--- src/erx_pkg.sv ---
// Shared constants, field layouts and carrier types of the receive status write-back block.
package erx_pkg;

    ////////////////////////////////////////////////////////////////////////////////////////
    // Widths.
    localparam int unsigned ADDR_W  = 8;
    localparam int unsigned DATA_W  = 32;
    localparam int unsigned PTR_W   = 11;
    localparam int unsigned SIZE_W  = 11;
    localparam int unsigned BYTES_W = 12;
    localparam int unsigned LEN_W   = 16;
    localparam int unsigned INT_W   = 4;

    ////////////////////////////////////////////////////////////////////////////////////////
    // Register byte offsets.
    localparam logic [ADDR_W-1:0] OFS_CONTROL   = 8'h00;
    localparam logic [ADDR_W-1:0] OFS_DESC_LAST = 8'h04;
    localparam logic [ADDR_W-1:0] OFS_RETURN    = 8'h08;
    localparam logic [ADDR_W-1:0] OFS_HANDBACK  = 8'h0C;
    localparam logic [ADDR_W-1:0] OFS_FLAGS     = 8'h10;
    localparam logic [ADDR_W-1:0] OFS_MASK      = 8'h14;
    localparam logic [ADDR_W-1:0] OFS_DEBUG     = 8'h18;

    // Control register fields.
    localparam int unsigned CTL_ENABLE_BIT = 0;
    localparam int unsigned CTL_SRST_BIT   = 1;

    // Interrupt flag and mask fields.
    localparam int unsigned INT_OVERRUN_BIT = 0;
    localparam int unsigned INT_FAULT_BIT   = 1;
    localparam int unsigned INT_FULL_BIT    = 2;
    localparam int unsigned INT_DONE_BIT    = 3;

    // Fragment status word fields; the byte count minus one sits in the low SIZE_W bits.
    localparam int unsigned STS_SIZE_LSB  = 0;
    localparam int unsigned STS_CRC_BIT   = 23;
    localparam int unsigned STS_SYM_BIT   = 24;
    localparam int unsigned STS_LEN_BIT   = 25;
    localparam int unsigned STS_RANGE_BIT = 26;
    localparam int unsigned STS_ALIGN_BIT = 27;
    localparam int unsigned STS_OVR_BIT   = 28;
    localparam int unsigned STS_MISS_BIT  = 29;
    localparam int unsigned STS_FINAL_BIT = 30;
    localparam int unsigned STS_ERROR_BIT = 31;

    ////////////////////////////////////////////////////////////////////////////////////////
    // Reset values.
    localparam logic [PTR_W-1:0]  DESC_LAST_RST = 11'h003;
    localparam logic [INT_W-1:0]  MASK_RST      = 4'h0;
    localparam logic [DATA_W-1:0] WORD_RST      = 32'h0000_0000;

    ////////////////////////////////////////////////////////////////////////////////////////
    // Receive error report of one fragment.
    typedef struct packed {
        logic odd_nibble_flag;
        logic type_length_out_of_bounds_flag;
        logic length_mismatch_flag;
        logic bad_symbol_flag;
        logic frame_check_fail_flag;
        logic stall_overrun;
    } erx_err_s;

    // Status write request towards memory.
    typedef struct packed {
        logic [PTR_W-1:0]  index;
        logic [DATA_W-1:0] fragment_status_word;
        logic [DATA_W-1:0] address_hash_word;
    } erx_sts_s;

    // Status slot sequence.
    typedef enum logic [1:0] {
        SLOT_IDLE,
        SLOT_OFFER,
        SLOT_COMMIT
    } erx_slot_e;

endpackage

--- src/erx_status_wb.sv ---
// Receive DMA status write-back, hand-back pointer and interrupt flags with an AXI4-Lite slave.
`timescale 1ns/10ps

// Notes on behaviour
// Hand-back pointer advances by one, wrapping, once data and status are committed.
// With every owned descriptor consumed the hand-back pointer stays unchanged.
// Each received fragment writes its status word and hash word to the status array.
// Error flags appear only in a final fragment's status; earlier ones read zero.
// Size field holds bytes written minus one.
// Hash word is taken once per packet and repeated in every fragment status.
// A reception error drops the rest of the frame and marks the fragment final.
// Debug register shows only the latest whole frame's status.
// Summary error bit is the OR of the five receive error bits.
// Fault flag sets on receive errors, missing descriptor and nonfatal overrun.
// Fatal overrun shows only in the overflow interrupt flag.
// Software soft-resets the receive path after a fatal overrun.
// Missing next descriptor sets the missing bit, final flag and fault flag.
// A stalled data flow sets the overrun status bit and the fault flag.
// A new status while one is still pending sets the fatal overflow flag.
// Descriptor interrupt bit sets the completion flag after commit, for any fragment.
// Array full while enabled sets the array-full flag.
// Mask gates only the interrupt output; flags record regardless.
// Software reads statuses between pointers and advances the return pointer.
// Software discards a frame that ends with a missing descriptor.
// Array is full when hand-back equals return minus one; stop taking descriptors.
// Hand-back pointer wraps after the last index and clears on soft reset.
module erx_status_wb (
    input  wire logic                   CLK_I,               // System clock, 250 MHz.
    input  wire logic                   RST_B_I,             // Asynchronous reset, active low.
    input  wire logic [7:0]             S_AXI_AWADDR_I,      // Write address.
    input  wire logic                   S_AXI_AWVALID_I,     // Write address valid.
    output wire logic                   S_AXI_AWREADY_O,     // Write address ready.
    input  wire logic [31:0]            S_AXI_WDATA_I,       // Write data.
    input  wire logic [3:0]             S_AXI_WSTRB_I,       // Write byte strobes.
    input  wire logic                   S_AXI_WVALID_I,      // Write data valid.
    output wire logic                   S_AXI_WREADY_O,      // Write data ready.
    output wire logic [1:0]             S_AXI_BRESP_O,       // Write response.
    output wire logic                   S_AXI_BVALID_O,      // Write response valid.
    input  wire logic                   S_AXI_BREADY_I,      // Write response ready.
    input  wire logic [7:0]             S_AXI_ARADDR_I,      // Read address.
    input  wire logic                   S_AXI_ARVALID_I,     // Read address valid.
    output wire logic                   S_AXI_ARREADY_O,     // Read address ready.
    output wire logic [31:0]            S_AXI_RDATA_O,       // Read data.
    output wire logic [1:0]             S_AXI_RRESP_O,       // Read response.
    output wire logic                   S_AXI_RVALID_O,      // Read data valid.
    input  wire logic                   S_AXI_RREADY_I,      // Read data ready.
    input  wire logic                   FRAG_DONE_I,         // Fragment data written, pulse.
    input  wire logic [11:0]            FRAG_BYTES_I,        // Bytes written, 1 to 2048.
    input  wire logic                   FRAG_END_I,          // Fragment ends the frame.
    input  wire erx_pkg::erx_err_s      FRAG_ERR_I,          // Receive error report.
    input  wire logic                   NEXT_DESC_MISSING_I, // Next descriptor unavailable.
    input  wire logic                   DESC_IRQ_I,          // Descriptor interrupt bit.
    input  wire logic [31:0]            HASH_I,              // Packet address hash word.
    output wire logic                   DESC_AVAIL_O,        // Descriptors may be taken.
    output wire logic                   STS_VALID_O,         // Status write offered.
    output wire erx_pkg::erx_sts_s      STS_O,               // Status write payload.
    input  wire logic                   STS_READY_I,         // Status write accepted.
    input  wire logic                   COMMIT_I,            // Data and status committed.
    output wire logic                   IRQ_O                // Masked interrupt request.
);

    ////////////////////////////////////////////////////////////////////////////////////////
    // State.
    logic                            en_r;
    logic [erx_pkg::PTR_W-1:0]       desc_last_r;
    logic [erx_pkg::PTR_W-1:0]       return_r;
    logic [erx_pkg::PTR_W-1:0]       handback_r;
    logic [erx_pkg::INT_W-1:0]       flags_r;
    logic [erx_pkg::INT_W-1:0]       mask_r;
    logic [erx_pkg::DATA_W-1:0]      debug_r;
    logic                            fatal_r;
    logic                            first_r;
    logic                            irq_r;
    logic [erx_pkg::DATA_W-1:0]      hash_r;
    logic [erx_pkg::LEN_W-1:0]       len_r;
    erx_pkg::erx_slot_e              slot_r;
    erx_pkg::erx_sts_s               sts_r;
    logic                            aw_full_r;
    logic                            w_full_r;
    logic [erx_pkg::ADDR_W-1:0]      aw_addr_r;
    logic [erx_pkg::DATA_W-1:0]      w_data_r;
    logic [3:0]                      w_strb_r;
    logic                            bvalid_r;
    logic [1:0]                      bresp_r;
    logic                            rvalid_r;
    logic [1:0]                      rresp_r;
    logic [erx_pkg::DATA_W-1:0]      rdata_r;

    // True for any mapped register offset.
    function automatic logic addr_ok(input logic [erx_pkg::ADDR_W-1:0] a);
        addr_ok = (a == erx_pkg::OFS_CONTROL) || (a == erx_pkg::OFS_DESC_LAST)
               || (a == erx_pkg::OFS_RETURN)  || (a == erx_pkg::OFS_HANDBACK)
               || (a == erx_pkg::OFS_FLAGS)   || (a == erx_pkg::OFS_MASK)
               || (a == erx_pkg::OFS_DEBUG);
    endfunction

    // Byte-lane merge of a write into a stored word.
    function automatic logic [31:0] merge(input logic [31:0] old, input logic [31:0] d,
                                          input logic [3:0] s);
        logic [31:0] m;
        m     = {{8{s[3]}}, {8{s[2]}}, {8{s[1]}}, {8{s[0]}}};
        merge = (old & ~m) | (d & m);
    endfunction

    // Next index after p, wrapping after the programmed last index.
    function automatic logic [erx_pkg::PTR_W-1:0] next_idx(input logic [erx_pkg::PTR_W-1:0] p,
                                                          input logic [erx_pkg::PTR_W-1:0] l);
        next_idx = (p == l) ? '0 : erx_pkg::PTR_W'(p + 1'b1);
    endfunction

    ////////////////////////////////////////////////////////////////////////////////////////
    // Bus write decode; address and data are caught separately, in either order.
    wire         wr_fire   = aw_full_r && w_full_r && !bvalid_r;
    wire         wr_ok     = addr_ok(aw_addr_r);
    wire         wr_ctl    = wr_fire && (aw_addr_r == erx_pkg::OFS_CONTROL);
    wire         wr_last   = wr_fire && (aw_addr_r == erx_pkg::OFS_DESC_LAST);
    wire         wr_ret    = wr_fire && (aw_addr_r == erx_pkg::OFS_RETURN);
    wire         wr_flags  = wr_fire && (aw_addr_r == erx_pkg::OFS_FLAGS);
    wire         wr_mask   = wr_fire && (aw_addr_r == erx_pkg::OFS_MASK);
    wire [31:0]  ctl_w     = merge({31'h0000_0000, en_r}, w_data_r, w_strb_r);
    wire         srst      = wr_ctl && ctl_w[erx_pkg::CTL_SRST_BIT];
    wire [31:0]  last_w    = merge({21'h00_0000, desc_last_r}, w_data_r, w_strb_r);
    wire [31:0]  ret_w     = merge({21'h00_0000, return_r}, w_data_r, w_strb_r);
    wire [31:0]  mask_w    = merge({28'h000_0000, mask_r}, w_data_r, w_strb_r);
    wire [31:0]  clr_w     = merge(32'h0000_0000, w_data_r, w_strb_r);
    wire [erx_pkg::INT_W-1:0] flag_clr = wr_flags ? clr_w[erx_pkg::INT_W-1:0] : '0;

    // Read mux; unmapped offsets read zero with an error response.
    wire [31:0]  rd_data =
        (S_AXI_ARADDR_I == erx_pkg::OFS_CONTROL)   ? {31'h0000_0000, en_r} :
        (S_AXI_ARADDR_I == erx_pkg::OFS_DESC_LAST) ? {21'h00_0000, desc_last_r} :
        (S_AXI_ARADDR_I == erx_pkg::OFS_RETURN)    ? {21'h00_0000, return_r} :
        (S_AXI_ARADDR_I == erx_pkg::OFS_HANDBACK)  ? {21'h00_0000, handback_r} :
        (S_AXI_ARADDR_I == erx_pkg::OFS_FLAGS)     ? {28'h000_0000, flags_r} :
        (S_AXI_ARADDR_I == erx_pkg::OFS_MASK)      ? {28'h000_0000, mask_r} :
        (S_AXI_ARADDR_I == erx_pkg::OFS_DEBUG)     ? debug_r : 32'h0000_0000;
    wire         rd_fire   = S_AXI_ARVALID_I && !rvalid_r;

    ////////////////////////////////////////////////////////////////////////////////////////
    // Fragment intake and status word assembly.
    wire [4:0]   err5      = {FRAG_ERR_I.odd_nibble_flag, FRAG_ERR_I.type_length_out_of_bounds_flag,
                              FRAG_ERR_I.length_mismatch_flag, FRAG_ERR_I.bad_symbol_flag,
                              FRAG_ERR_I.frame_check_fail_flag};
    wire         any_err   = |err5;
    wire         stall     = FRAG_ERR_I.stall_overrun;
    wire         fault     = any_err || stall || NEXT_DESC_MISSING_I;
    // An error cuts the frame short, so this fragment becomes the final one.
    wire         final_frg = FRAG_END_I || fault;
    wire         collide   = FRAG_DONE_I && (slot_r != erx_pkg::SLOT_IDLE) && !fatal_r;
    wire         take      = FRAG_DONE_I && (slot_r == erx_pkg::SLOT_IDLE) && !fatal_r;
    wire [31:0]  hash_cur  = first_r ? HASH_I : hash_r;
    wire [erx_pkg::LEN_W-1:0] len_cur = (first_r ? '0 : len_r) + erx_pkg::LEN_W'(FRAG_BYTES_I);
    wire [erx_pkg::SIZE_W-1:0] size_m1 = erx_pkg::SIZE_W'(FRAG_BYTES_I - 12'h001);
    wire [31:0]  err_word  = {any_err, 1'b1, NEXT_DESC_MISSING_I, stall, err5, 23'h00_0000};
    // Error bits only ever travel with a final fragment.
    wire [31:0]  sts_word  = (fault ? err_word : {1'b0, final_frg, 30'h0000_0000})
                           | {21'h00_0000, size_m1};
    wire [31:0]  dbg_word  = {8'h00, NEXT_DESC_MISSING_I, stall, any_err, err5, len_cur};

    // Full test and pointer commit.
    wire         arr_full  = (next_idx(handback_r, desc_last_r) == return_r);
    wire         commit    = (slot_r == erx_pkg::SLOT_COMMIT) && COMMIT_I;
    wire [erx_pkg::INT_W-1:0] flag_set = {commit && irq_r, en_r && arr_full,
                                          take && fault, collide};
    wire [erx_pkg::INT_W-1:0] flags_nxt = (flags_r & ~flag_clr) | flag_set;

    assign DESC_AVAIL_O    = en_r && !arr_full && !fatal_r;
    assign STS_VALID_O     = (slot_r == erx_pkg::SLOT_OFFER);
    assign STS_O           = sts_r;
    assign IRQ_O           = |(flags_r & mask_r);
    assign S_AXI_AWREADY_O = !aw_full_r;
    assign S_AXI_WREADY_O  = !w_full_r;
    assign S_AXI_BVALID_O  = bvalid_r;
    assign S_AXI_BRESP_O   = bresp_r;
    assign S_AXI_ARREADY_O = !rvalid_r;
    assign S_AXI_RVALID_O  = rvalid_r;
    assign S_AXI_RRESP_O   = rresp_r;
    assign S_AXI_RDATA_O   = rdata_r;

    ////////////////////////////////////////////////////////////////////////////////////////
    // Bus slave handshakes.
    always_ff @(posedge CLK_I or negedge RST_B_I) begin
        if (!RST_B_I) begin
            aw_full_r <= 1'b0;
            w_full_r  <= 1'b0;
            aw_addr_r <= '0;
            w_data_r  <= erx_pkg::WORD_RST;
            w_strb_r  <= 4'h0;
            bvalid_r  <= 1'b0;
            bresp_r   <= 2'h0;
            rvalid_r  <= 1'b0;
            rresp_r   <= 2'h0;
            rdata_r   <= erx_pkg::WORD_RST;
        end else begin
            if (S_AXI_AWVALID_I && !aw_full_r) begin
                aw_full_r <= 1'b1;
                aw_addr_r <= S_AXI_AWADDR_I;
            end else if (wr_fire) begin
                aw_full_r <= 1'b0;
            end
            if (S_AXI_WVALID_I && !w_full_r) begin
                w_full_r <= 1'b1;
                w_data_r <= S_AXI_WDATA_I;
                w_strb_r <= S_AXI_WSTRB_I;
            end else if (wr_fire) begin
                w_full_r <= 1'b0;
            end
            if (wr_fire) begin
                bvalid_r <= 1'b1;
                bresp_r  <= wr_ok ? 2'h0 : 2'h2;
            end else if (S_AXI_BREADY_I) begin
                bvalid_r <= 1'b0;
            end
            if (rd_fire) begin
                rvalid_r <= 1'b1;
                rdata_r  <= rd_data;
                rresp_r  <= addr_ok(S_AXI_ARADDR_I) ? 2'h0 : 2'h2;
            end else if (S_AXI_RREADY_I) begin
                rvalid_r <= 1'b0;
            end
        end
    end

    // Software-owned registers and sticky flags; a hardware set beats a clear.
    always_ff @(posedge CLK_I or negedge RST_B_I) begin
        if (!RST_B_I) begin
            en_r        <= 1'b0;
            desc_last_r <= erx_pkg::DESC_LAST_RST;
            return_r    <= '0;
            mask_r      <= erx_pkg::MASK_RST;
            flags_r     <= '0;
        end else begin
            flags_r <= flags_nxt;
            if (wr_ctl) en_r <= ctl_w[erx_pkg::CTL_ENABLE_BIT];
            if (wr_last) desc_last_r <= last_w[erx_pkg::PTR_W-1:0];
            if (wr_mask) mask_r <= mask_w[erx_pkg::INT_W-1:0];
            if (srst) begin
                return_r <= '0;
            end else if (wr_ret) begin
                return_r <= ret_w[erx_pkg::PTR_W-1:0];
            end
        end
    end

    // Status slot: one status in flight; a second one arriving is a fatal overflow.
    always_ff @(posedge CLK_I or negedge RST_B_I) begin
        if (!RST_B_I) begin
            slot_r     <= erx_pkg::SLOT_IDLE;
            sts_r      <= '0;
            handback_r <= '0;
            fatal_r    <= 1'b0;
            first_r    <= 1'b1;
            irq_r      <= 1'b0;
            hash_r     <= erx_pkg::WORD_RST;
            len_r      <= '0;
            debug_r    <= erx_pkg::WORD_RST;
        end else if (srst) begin
            slot_r     <= erx_pkg::SLOT_IDLE;
            handback_r <= '0;
            fatal_r    <= 1'b0;
            first_r    <= 1'b1;
        end else begin
            if (collide) fatal_r <= 1'b1;
            if (take) begin
                hash_r  <= hash_cur;
                len_r   <= len_cur;
                first_r <= final_frg;
                irq_r   <= DESC_IRQ_I;
                sts_r   <= '{index: handback_r, fragment_status_word: sts_word,
                             address_hash_word: hash_cur};
                if (final_frg) debug_r <= dbg_word;
            end
            unique case (slot_r)
                erx_pkg::SLOT_IDLE: begin
                    if (take) slot_r <= erx_pkg::SLOT_OFFER;
                end
                erx_pkg::SLOT_OFFER: begin
                    if (STS_READY_I) slot_r <= erx_pkg::SLOT_COMMIT;
                end
                erx_pkg::SLOT_COMMIT: begin
                    if (COMMIT_I) begin
                        slot_r     <= erx_pkg::SLOT_IDLE;
                        handback_r <= next_idx(handback_r, desc_last_r);
                    end
                end
                default: slot_r <= erx_pkg::SLOT_IDLE;
            endcase
        end
    end
endmodule

--- config.mk ---
export PLATFORM = sky130hd
export DESIGN_NAME = erx_status_wb
export DESIGN_NICKNAME = d
export VERILOG_FILES = /design/src/erx_pkg.sv /design/src/erx_status_wb.sv
export SDC_FILE = /design/constraint.sdc
export NUM_CORES = 1
export LEC_CHECK = 0
export BUFFER_PORTS_ARGS = -buffer_cell sky130_fd_sc_hd__buf_2
export CORE_MARGIN = 2
export CORE_UTILIZATION = 35
export CTS_BUF_LIST = sky130_fd_sc_hd__clkbuf_16
export DETAILED_ROUTE_END_ITERATION = 8
export PLACE_DENSITY = 0.6
export SYNTH_ARGS = -nofsm -noshare
export SYNTH_HDL_FRONTEND = slang
export SYNTH_SLANG_ARGS = --single-unit
--- constraint.sdc ---
create_clock -name CLK_I -period 4.8 [get_ports CLK_I]
set_input_delay 0.48 -clock CLK_I [delete_from_list [all_inputs] [get_ports CLK_I]]
set_output_delay 0.48 -clock CLK_I [all_outputs]
set_load 0.01 [all_outputs]
# Word-level counts from Yosys, hierarchy flattened
# Index checks and enable logic that the tools add are counted.
# word_totals
register_bits	223
in_bits	115
out_inout_bits	119
wordCells	159
# classes
add_sub_neg	3
n_eq_ne	19
mux	34
bitwise	16
reduce_logical	62
# op_table
op	n
$mux W24	7
$mux W11	6
$eq A8 B5 Y1 const B	6
$and A11 B11 Y11	3
$eq A8 B4 Y1 const B	4
$mux W32	1
$or A32 B11 Y32	1
$eq A11 B11 Y1	2
$or A11 B11 Y11	2
$logic_and A1 B1 Y1	21
$reduce_bool A2 Y1	10
$add A16 B12 Y16	1
$eq A8 B3 Y1 const B	2
$logic_not A8 Y1	2
$mux W16	1
$logic_or A1 B1 Y1	15
$and A4 B4 Y4	3
$mux W2	6
$add A11 B1 Y11 const B	1
$mux W1	11
$not A11 Y11	1
$sub A11 B1 Y11 const B	1
$reduce_and A3 Y1	3
$or A4 B4 Y4	2
15 further kinds	22

# Depth between registers and ports, before layout
# Gate-level depths: netlist (run 1).
# logic_depth
word_depth	8
ltp_mapped	11
ltp_nobuf	10

# Worst setup path after synthesis (run 1)
# OpenSTA, ideal clock, no wires.
# synth_path
path_type	register to register
start	register first_r
end	register debug_r[15] in the netlist's numbering
setup_ns	0.076
arrival_ns	2.959
t_required_ns	4.724
slack_ns	1.765
stages_incl_launch_ff	11
n_path_buf	2
period_less_slack_ns	3.035
path_cell_list	dfstp_2 clkbuf_1 clkbuf_1 nor2b_1 ha_1 or3_1 o211ai_1 a31oi_1 o311ai_1 mux2_2 o21ai_1
# synth_between
elab_chain_cells	2
# synth_rtl
element	line_no	rtl
start, declared	erx_status_wb.sv:72	logic first_r;
start signal, assigned	erx_status_wb.sv:267	first_r <= final_frg;
$mux W16	erx_status_wb.sv:152	wire [erx_pkg::LEN_W-1:0] len_cur = (first_r ? '0 : len_r) + erx_pkg::LEN_W'(FRAG_BYTES_I);
$add A16 B12 Y16	erx_status_wb.sv:152	
end signal, assigned	erx_status_wb.sv:256	debug_r <= erx_pkg::WORD_RST;
end signal, assigned	erx_status_wb.sv:271	if (final_frg) debug_r <= dbg_word;
end, declared	erx_status_wb.sv:70	logic [erx_pkg::DATA_W-1:0] debug_r;
# Every way passes these cells.
# A chain may end at the register's enable or synchronous reset.

# Worst setup path after layout (run 1)
# layout_path
start	register handback_r[0] in the netlist's numbering
end	output DESC_AVAIL_O
# layout_between
elab_chain_cells	6
word_cells_on_any_way	7
classes_between	add/sub (1); eq/ne (2); mux (1); reduce/logical (3)
# layout_rtl
element	line_no	rtl
start, declared	erx_status_wb.sv:67	logic [erx_pkg::PTR_W-1:0] handback_r;
start signal, assigned	erx_status_wb.sv:283	handback_r <= next_idx(handback_r, desc_last_r);
$add A11 B1 Y11 or $eq A11 B11 Y1 (tied branches)	erx_status_wb.sv:108	next_idx = (p == l) ? '0 : erx_pkg::PTR_W'(p + 1'b1);
$mux W11 *	erx_status_wb.sv:108	
$eq A11 B11 Y1 *	erx_status_wb.sv:161	wire arr_full = (next_idx(handback_r, desc_last_r) == return_r);
$logic_not A1 Y1 *	erx_status_wb.sv:167	assign DESC_AVAIL_O = en_r && !arr_full && !fatal_r;
$logic_and A1 B1 Y1 * (2 in series)	erx_status_wb.sv:167	
end, declared	erx_status_wb.sv:54	output wire logic DESC_AVAIL_O,
# Every way passes the cells marked *; elsewhere a longest branch is shown, timed or not.

==> flow_summary.yaml, run 1 <==
yosys:
  synth_edf_count: 0
  synthesis.area_um2: 9990
  ys_ff_latch: 201
  ys.flop_type: "dfrtp_1"
  syn_avg_cell_area_um2: 10.3
  synth_warnings: 0
  syn-instance-count: 973
  async_flop_share_pct: 100
  yosysSeqAreaShare_pct: 50.4
  synth_cell_types: 72
floorplanning:
  die-height_um: 173
  die_w_um: 173
  core-area_um2: 27900
  rows: 61
  initial_core_util_pct: 35.7
  dieArea_um2: 29900
  io-pin-count: 234
layout:
  final-seq-area_um2: 5030
  layout_commonest_cell: "dfrtp_1"
  multiInputGateArea_um2: 4550
  fillers: 2752
  nets: 1269
  layout_common_cells: "198 x dfrtp_1, 187 x buf_2, 159 x nand2_1, 60 x o21ai_0, 59 x nor2_1"
  syn_to_final_growth_pct: 19.2
  drive_gt1_share_pct: 25.6
clock_network:
  root_buffer: "clkbuf_16"
  cts_buffers: 24
  h-tree-depth: 1
  post-cts-setup-buffer-count: 0
  clock-sinks: 201
  clockBufferDepth: 3
  post_cts_resized: 0
  tritoncts: "done"
  cts.clk_slew.worst_paths_ps: 60
  clk_latency_ps: 510
  hold_buffers: 0
detailed_routing:
  wire_per_inst_um: 16.7
  postRouteAntennaNets: 0
  vias: 7673
  first_pass_iters: 5
  drtIter0Drc: 456
  drc: 0
  routed_wl_mm: 25.6
  via_per_inst: 5.00
place:
  io_buffers: 188
  gp_congestion: 0.906
  hpwl_mm: 18.5
grt:
  grt_max_degree: 111
  gr-total-overflow: 0
  grt_pass1_wl_mm: 41.5
  grt_usage_pct: 17.1
  antenna_found_initial: 1
  grt_pass1_vias: 7598
setup_path:
  critPathMaxStageDelay_ps: 580
  path_cells: "ha_1, nand3_1, or3_1, a21oi_1, o21ai_0, a2111oi_2, nand4_1, and3_1, buf_2"
  arrival_ps: 3550
  required_ps: 4320
  end_kind: "output pin"
  path_max_fanout: 12
  critPathKind: "reg -> out"
  crit_slowest_cell: "dfrtp_1"
  critical_path.startpoint_type: "flop"
sta:
  tightest_slew_ps: 1250
  grt_setup_unrepaired: "false"
  maxSlewViolCount: 0
  hold_viol: 0
  max_slew_margin_pct: 16.2
  period_share_pct: 83.9
  setup_viol: 0
  fmax_mhz: 248
  period_needed_ps: 4030
  fin_worst_skew_ps: 9.87
  setup_tns_ps: 0
power:
  p_per_area_nw_per_um2: 431
  power.total_mw: 5.14
  leakagePower_nw: 6.09
  vdd_ir_drop_max_mv: 0.205
outcome:
  status: "finished clean"
min_path:
  min_path_type: "in -> async"
job:
  max_cap_violations: 0
stage by stage:
step | std cells | util, % | worst slack, ps | hold slack, ps | cell area [um^2]
4_1_cts | 1533 | 42.6 | 741 | 135 | 11900
3_3_place_gp | 1491 | 39.8 | 1310 | 447 | 11100
3_5_place_dp | 1491 | 39.8 | 1290 | 450 | 11100
2_1_floorplan | 994 | - | 1760 | 184 | 10100
5_1_grt | 1533 | 42.6 | 504 | 155 | 11900
6_report | 1534 | 42.6 | 771 | 96.0 | 11900
cells by family after synthesis:
kind of cell / synth area share (%)
and+or+nand+nor: 17.4
DFF: 50.4
AOI/OAI and AO/OA: 10.8
adders and majority gates: 1.95
other: 0.0376
buffers and inverters: 4.94
xor gates and xnor gates: 3.72
muxes: 10.8
worst max-delay path: cells and delay by family (launching register included):
kind	cells	cell delay (ps)
AOI/OAI and AO/OA	3	640
adders and majority gates	1	320
DFF	1	580
buffers and inverters	1	140
and+or+nand+nor	4	1370
Yosys cell counts, drive strengths merged, types with 6 or more instances:
master  instances  share of area, %
clkbuf         29               1.1
mux2           72               8.1
ha             14               1.8
nor3           21               1.2
nor2b          20               1.3
a221oi          7              0.61
xnor2          15               1.3
a21oi          28               1.4
inv            15              0.56
dfrtp         198                50
a22oi           6              0.45
or2             6              0.38
buf            46               3.3
and3            8              0.54
or3             8              0.50
nand2b          7              0.46
nand4b          6              0.53
xor2           24               2.2
nand3          28               1.5
nand2         161               6.1
a31oi           7              0.44
nand4           7              0.44
a22o           13               1.1
o21ai          74               3.7
nor4            7              0.89
nor2           59               2.2
mux2i          27               2.7
path summary, 6_finish.rpt:
kind                                    from  slack [ps]  cells past startpoint                end
setup / recovery               handback_r[0]         770                      9       DESC_AVAIL_O
max in group asynchronous            RST_B_I        3680                      2           len_r[9]
setup reg to reg              S_AXI_BVALID_O        1450                      6        debug_r[12]
hold reg to reg            S_AXI_RDATA_O[18]         460                      2  S_AXI_RDATA_O[18]
min in group CLK_I                DESC_IRQ_I         160                      3              irq_r
hold / removal                       RST_B_I         100                      1       aw_addr_r[6]
layer usage:
metal | part of all wire [%] | up-vias | wire length (um) | track usage [%]
li1 | - | 3700 | - | -
met1 | 44 | 3716 | 11100 | 22.5
met2 | 48 | 224 | 12400 | 28.6
met5 | 0 | - | 0 | 0
met4 | 2.2 | 0 | 560 | 5.01
met3 | 5.8 | 33 | 1480 | 3.17
report_power, final:
part / leakage [nW] / internal, mW / switching (mW)
registers: 2.69 / 2.01 / 0.255
logic: 3.00 / 0.482 / 0.589
clock network: 0.391 / 1.10 / 0.697
layout make-up:
cell class | count | share of cell area, %
timing repair buffer | 194 | 8.46
antenna | 1 | 0.0210
sequential | 201 | 42.3
inverter | 15 | 0.473
multi-input combinational | 703 | 38.2
tap | 378 | 3.97
clock inverter | 17 | 1.35
clock buffer | 25 | 5.26
registers in the layout, summed over array words and instances, names as in the netlist, 2 cells and up, named ones only:
register       count
hash_r            32
len_r             16
debug_r           24
w_strb_r           2
w_data_r          11
S_AXI_RDATA_O     24
handback_r        11
aw_addr_r          8
STS_O             31
flags_r            4
return_r          11
slot_r             2
Power figures use the tool's default switching activity.
==> inputs of run 2 (changes only) <==
--- a/config.mk
+++ b/config.mk
@@ -5,12 +5,13 @@
 export SDC_FILE = /design/constraint.sdc
 export NUM_CORES = 1
 export LEC_CHECK = 0
+export ABC_AREA = 1
 export BUFFER_PORTS_ARGS = -buffer_cell sky130_fd_sc_hd__buf_2
 export CORE_MARGIN = 2
 export CORE_UTILIZATION = 35
 export CTS_BUF_LIST = sky130_fd_sc_hd__clkbuf_16
 export DETAILED_ROUTE_END_ITERATION = 8
-export PLACE_DENSITY = 0.6
+export PLACE_DENSITY = 0.62
 export SYNTH_ARGS = -nofsm -noshare
 export SYNTH_HDL_FRONTEND = slang
 export SYNTH_SLANG_ARGS = --single-unit
==> constraint.sdc (replaced) <==
create_clock -name CLK_I -period 3.4 [get_ports CLK_I]
set_input_delay 0.34 -clock CLK_I [delete_from_list [all_inputs] [get_ports CLK_I]]
set_output_delay 0.34 -clock CLK_I [all_outputs]
set_load 0.01 [all_outputs]
==> run 2 against run 1 <==
Compared with the run above: flip-flop and latch count unchanged; combinational power increased by 120%; global-route usage increased by 0.29 points; sequential share of layout area decreased by 0.089 points; non-clock buffer count increased by 5; via count increased by 5.8%; highest routed layer unchanged.
==> flow_summary.yaml, run 2 <==
outcome:
  status: "finished clean"
clock_network:
  cts.clk_slew.worst_paths_ps: 60
  tritoncts: "done"
  clk_latency_ps: 530
  clockBufferDepth: 3
  cts_buffers: 25
  clock-sinks: 201
  root_buffer: "clkbuf_16"
  h-tree-depth: 1
  post_cts_resized: 0
detailed_routing:
  routed_wl_mm: 25.6
  vias: 8115
  drc: 0
  via_per_inst: 4.76
  postRouteAntennaNets: 0
  wire_per_inst_um: 15.0
  dr_wl_met3_mm: 2.05
  routed-wl-met2_mm: 11.5
  first_pass_iters: 5
  drtIter0Drc: 498
  top_layer: "met4"
  wl_met1_mm: 11.5
layout:
  layout_common_cells: "264 x nand2_1, 198 x dfrtp_1, 187 x buf_2, 127 x inv_1, 126 x o21ai_0"
  num_antenna_cells: 0
  syn_to_final_growth_pct: 21.9
  nets: 1439
  top_register: "hash_r"
  fillers: 2787
  final_cells: 1706
  drive_gt1_share_pct: 23.6
  layout_commonest_cell: "nand2_1"
  largest_reg_flops: 32
yosys:
  ys.flop_type: "dfrtp_1"
  yosys.area.top_type: "dfrtp_1"
  synth.area.top_cells: "dfrtp_1 51%, nand2_1 10%, o21ai_0 6.5%"
  synth_top_area_share_pct: 50.6
  synth_cell_types: 49
  ys_top_cells_by_count: "264 x nand2_1, 198 x dfrtp_1, 127 x o21ai_0, 125 x inv_1, 71 x nor2_1"
  syn_avg_cell_area_um2: 8.74
  yosysMostFrequentCell: "nand2_1"
  syn-instance-count: 1119
  async_flop_share_pct: 100
  synth_warnings: 0
  yosysSeqAreaShare_pct: 51.4
  synthesis.area_um2: 9780
  ys_ff_latch: 201
  synth_edf_count: 0
setup_path:
  path_buf_inv: 3
  crit_slowest_cell: "dfrtp_1"
  r2r_slack_ps: 770
  path_max_fanout: 22
  end_kind: "output pin"
  critical_path.top_delay_family: "simple AND/OR/NAND/NOR gates"
  path_cells: "inv_1, nand2_1, nand2_1, nand2_1, nor2_1, nand3_2, nand3_1, nand2_1, nor2_1, nand2_1, nor2_2, nand2_1, nand2_1, inv_1, buf_2"
  arrival_ps: 2790
  critPathMaxStageDelay_ps: 420
  critPathKind: "reg -> out"
  required_ps: 3060
  crit_top_cell: "nand2_1"
  critical_path.startpoint_type: "flop"
sta:
  setup_viol: 0
  fmax_mhz: 319
  period_needed_ps: 3130
  max_slew_margin_pct: 44.5
  maxSlewViolCount: 0
  period_share_pct: 92.2
  grt_setup_unrepaired: "false"
  hold_viol: 0
  fin_worst_skew_ps: 19.8
  tightest_slew_ps: 833
  setup_tns_ps: 0
floorplanning:
  die_w_um: 171
  rows: 61
  io-pin-count: 234
  core-area_um2: 27600
  initial_core_util_pct: 35.4
  dieArea_um2: 29300
  die-height_um: 171
place:
  hpwl_mm: 19.2
  io_buffers: 188
  placed_cells: 1658
  gp_congestion: 0.876
power:
  p_per_area_nw_per_um2: 739
  vdd_ir_drop_max_mv: 0.504
  clock_power_share_pct: 32.3
  sw_frac_of_total_pct: 33.0
  pwr-share-seq_pct: 40.9
  leakagePower_nw: 6.13
  power.total_mw: 8.81
  switchingPower_mw: 2.91
  internal-power_mw: 5.90
  power_frac_comb_pct: 26.8
grt:
  grt_pass1_wl_mm: 40.5
  grt_usage_pct: 17.3
  grt_pass1_vias: 7743
  gr-total-overflow: 0
  antenna_found_initial: 0
  grt_max_degree: 102
job:
  max_cap_violations: 0
min_path:
  min_path_type: "in -> reg"
[run 2: cell count changes in the layout (fill, tap and decap cells not counted), sizes merged, moves of 13 or more]
cell   delta
a22o     -13
inv     +118
mux2     -24
mux2i    -27
nand2   +105
nand3    +28
nor2     +18
nor2b    -20
o21ai    +58
[run 2: kinds of logic after synthesis]
logic type / count (synthesis) / synth area share, %
buf+inv: 189 / 8.64
flops: 201 / 51.4
fa+ha+maj: 15 / 1.99
mux: 48 / 5.52
other cells: 1 / 0.0383
simple gates: 431 / 18.5
xor+xnor: 24 / 2.15
compound gates: 210 / 11.7
[run 2: area by class of cell]
type | instances | area [um^2] | share of cell area (%)
clock buffer | 25 | 626 | 5.24
sequential | 201 | 5030 | 42.2
inverter | 132 | 495 | 4.15
multi-input combinational | 750 | 3980 | 33.4
clock inverter | 21 | 268 | 2.24
tap | 378 | 473 | 3.96
timing repair buffer | 199 | 1050 | 8.80
[run 2: worst reg2reg max path, cell delays in order (launching register included)]
cell and delay [ps]:
dfstp_2 570, buf_4 230, nor2_1 80, ha_1 330
a21o_1 170, a21oi_1 250, o21ai_0 220, nand3_1 110
nand2_1 70, or2_2 290, nand3_1 80, o21ai_0 100
[run 2: path summary, 6_finish.rpt]
check	endpoint	startpoint	cells after the start
max in group asynchronous	hash_r[18]	RST_B_I	3
min in group asynchronous	hash_r[1]	RST_B_I	2
hold reg to reg	STS_O[35]	STS_O[35]	2
hold / removal	S_AXI_RVALID_O	S_AXI_RREADY_I	2
setup / recovery	DESC_AVAIL_O	handback_r[1]	15
setup reg to reg	len_r[15]	first_r	11
[run 2: what timing repair did]
action | in CTS | in global routing
hold buffers | 2 | 0
endpoints found under the hold margin | 98 | 0
setup buffers | 0 | 0
[run 2: power by group through the flow]
| stage | clock, mW | combinational (mW) | sequential (mW) |
|---|---|---|---|
| detailed placement | 0 | 2.38 | 3.65 |
| global route | 3.02 | 2.71 | 3.71 |
| floorplan | 0 | 1.49 | 3.69 |
| finish | 2.85 | 2.36 | 3.60 |
| CTS | 2.93 | 2.39 | 3.61 |
| global placement | 0 | 2.33 | 3.62 |
[run 2: per-layer routing]
layer	up-vias	global-route usage [%]
met1	3772	23.3
met3	34	3.80
met2	301	28.3
met4	0	4.90
met5	-	0
li1	4008	-
[run 2: per-stage QoR]
stage | hold WS (ps) | utilization (%) | area [um^2] | setup slack [ps]
after floorplan | 44.4 | - | 9860 | 671
after global placement | 458 | 39.9 | 11000 | 819
after detailed placement | 463 | 39.9 | 11000 | 781
after CTS | 1.84 | 43.2 | 11900 | 254
after global routing | 21.9 | 43.2 | 11900 | 12.0
final | 25.0 | 43.2 | 11900 | 267
==> inputs of run 3 (changes only) <==
--- a/config.mk
+++ b/config.mk
@@ -7,7 +7,7 @@
 export LEC_CHECK = 0
 export ABC_AREA = 1
 export BUFFER_PORTS_ARGS = -buffer_cell sky130_fd_sc_hd__buf_2
-export CORE_MARGIN = 2
+export CORE_MARGIN = 3
 export CORE_UTILIZATION = 35
 export CTS_BUF_LIST = sky130_fd_sc_hd__clkbuf_16
 export DETAILED_ROUTE_END_ITERATION = 8
==> run 3 against run 2 <==
Compared with the run above: clock-buffer cell count did not move; largest power group unchanged; worst hold slack improved by 20 ps; total power rose by 0.18%; combinational power barely moved; flip-flop and latch count did not move; critical endpoint unchanged.
==> flow_summary.yaml, run 3 (same netlist as run 2, synthesis figures left out) <==
grt:
  grt_usage_pct: 16.8
  gr-total-overflow: 0
  grt_max_degree: 93
  antenna_found_initial: 2
  grt_pass1_vias: 7719
  grt_pass1_wl_mm: 41.4
detailed_routing:
  drtIter0Drc: 513
  first_pass_iters: 5
  routed_wl_mm: 25.5
  vias: 7931
  drc: 0
  postRouteAntennaNets: 0
  via_per_inst: 4.68
  wire_per_inst_um: 15.0
sta:
  fmax_mhz: 331
  period_needed_ps: 3030
  hold_viol: 0
  max_slew_margin_pct: 53.4
  fin_worst_skew_ps: 17.1
  setup_viol: 0
  tightest_slew_ps: 698
  grt_setup_unrepaired: "false"
  maxSlewViolCount: 0
  period_share_pct: 89.0
  hold_slack_ps: 44.9
  setup_tns_ps: 0
setup_path:
  r2r-start: "first_r"
  crit_slowest_cell: "dfrtp_1"
  r2r_cells: 11
  critPathKind: "reg -> out"
  end_kind: "output pin"
  critical_path.startpoint_type: "flop"
  path_max_fanout: 22
  arrival_ps: 2690
  path_buf_inv: 3
  regToRegEndpoint: "len_r[15]"
  crit_top_cell: "nand2_1"
  critPathMaxStageDelay_ps: 430
  required_ps: 3060
  r2r_slack_ps: 770
  critical_path.top_delay_family: "simple AND/OR/NAND/NOR gates"
  path_cells: "inv_1, nand2_1, nand2_1, nand2_1, nor2_1, nand3_4, nand3_1, nand2_1, nor2_1, nand2_1, nor2_2, nand2_1, nand2_1, inv_1, buf_2"
clock_network:
  clk_latency_ps: 510
  clockBufferDepth: 3
  cts_buffers: 25
  clock-sinks: 201
  tritoncts: "done"
  h-tree-depth: 1
  post-cts-setup-buffer-count: 0
  root_buffer: "clkbuf_16"
  cts.clk_slew.worst_paths_ps: 50
min_path:
  whs_path_depth: 3
  hp-start: "DESC_IRQ_I"
  min_to: "irq_r"
  min_path_type: "in -> reg"
place:
  io_buffers: 188
  place_area_um2: 11000
  gp_congestion: 0.899
  placed_cells: 1650
  hpwl_mm: 19.1
outcome:
  status: "finished clean"
job:
  max_cap_violations: 0
layout:
  final-seq-area_um2: 5030
  layout_commonest_cell: "nand2_1"
  drive_gt1_share_pct: 23.1
  fillers: 2693
  largest_reg_flops: 32
  top_register: "hash_r"
  final_cells: 1696
  multiInputGateArea_um2: 3990
  syn_to_final_growth_pct: 21.7
  layout_common_cells: "264 x nand2_1, 198 x dfrtp_1, 187 x buf_2, 132 x inv_1, 126 x o21ai_0"
  design_area_um2: 11900
  num_antenna_cells: 0
  nets: 1437
floorplanning:
  core-area_um2: 27300
  dieArea_um2: 30000
  initial_core_util_pct: 35.9
  die_w_um: 173
  io-pin-count: 234
  die-height_um: 173
  rows: 60
power:
  leakagePower_nw: 6.13
  internal-power_mw: 5.96
  sw_frac_of_total_pct: 32.4
  power.total_mw: 8.83
  pwr-share-seq_pct: 40.8
  clock_power_share_pct: 32.3
  power_frac_comb_pct: 26.9
  p_per_area_nw_per_um2: 741
  switchingPower_mw: 2.86
  vdd_ir_drop_max_mv: 0.458
==> run 3: cell count changes in the layout (fill, tap and decap cells not counted), sizes merged <==
cell,before,now
buf,196,194
bufinv,6,7
clkinv,9,3
inv,136,139
==> run 3: timing repair <==
action                                  CTS  global route
endpoints found under the hold margin    75             0
endpoints found under the setup margin    0             1
gates resized for setup                   0             1
hold buffers                              2             0
==> run 3: how the worst max path moves through the flow <==
stage | start | endpoint | cells after the start
finish | handback_r[6] | DESC_AVAIL_O | 15
global route | handback_r[6] | DESC_AVAIL_O | 15
CTS | handback_r[6] | DESC_AVAIL_O | 15
detailed placement | handback_r[6] | DESC_AVAIL_O | 15
global placement | handback_r[0] | DESC_AVAIL_O | 15
floorplan | first_r | len_r[10] | 12
==> run 3: metrics by stage <==
stage	setup WS [ps]	utilization, %
after floorplan	671	-
after global placement	817	40.3
after detailed placement	806	40.3
after CTS	266	43.7
after global routing	85.4	43.7
final	375	43.7
==> run 3: worst min-delay path: cells and delay by family <==
family | cells | cell delay [ps]
AND/OR/NAND/NOR | 2 | 80
buffers and inverters | 1 | 80
==> run 3: routing by layer <==
layer  GRT usage (%)  share of wire [%]  vias to the layer above
met5               0               0.11                        -
met4            4.22                2.0                        4
met3            3.75                6.8                       41
met2            25.8                 43                      255
met1            24.0                 48                     3623
li1                -                  -                     4008
==> run 3: final cells by class <==
cell class	instances	share of cell area, %
multi-input combinational	750	33.5
inverter	132	4.16
clock buffer	25	5.25
clock inverter	19	2.22
sequential	201	42.3
tap	372	3.91
timing repair buffer	197	8.69
==> run 3: power groups by stage <==
stage | Sequential (mW) | Clock (mW) | Combinational, mW
after global routing | 3.71 | 3.03 | 2.70
after detailed placement | 3.63 | 0 | 2.38
after global placement | 3.61 | 0 | 2.33
after floorplan | 3.69 | 0 | 1.49
final | 3.60 | 2.85 | 2.38
after CTS | 3.60 | 2.92 | 2.39
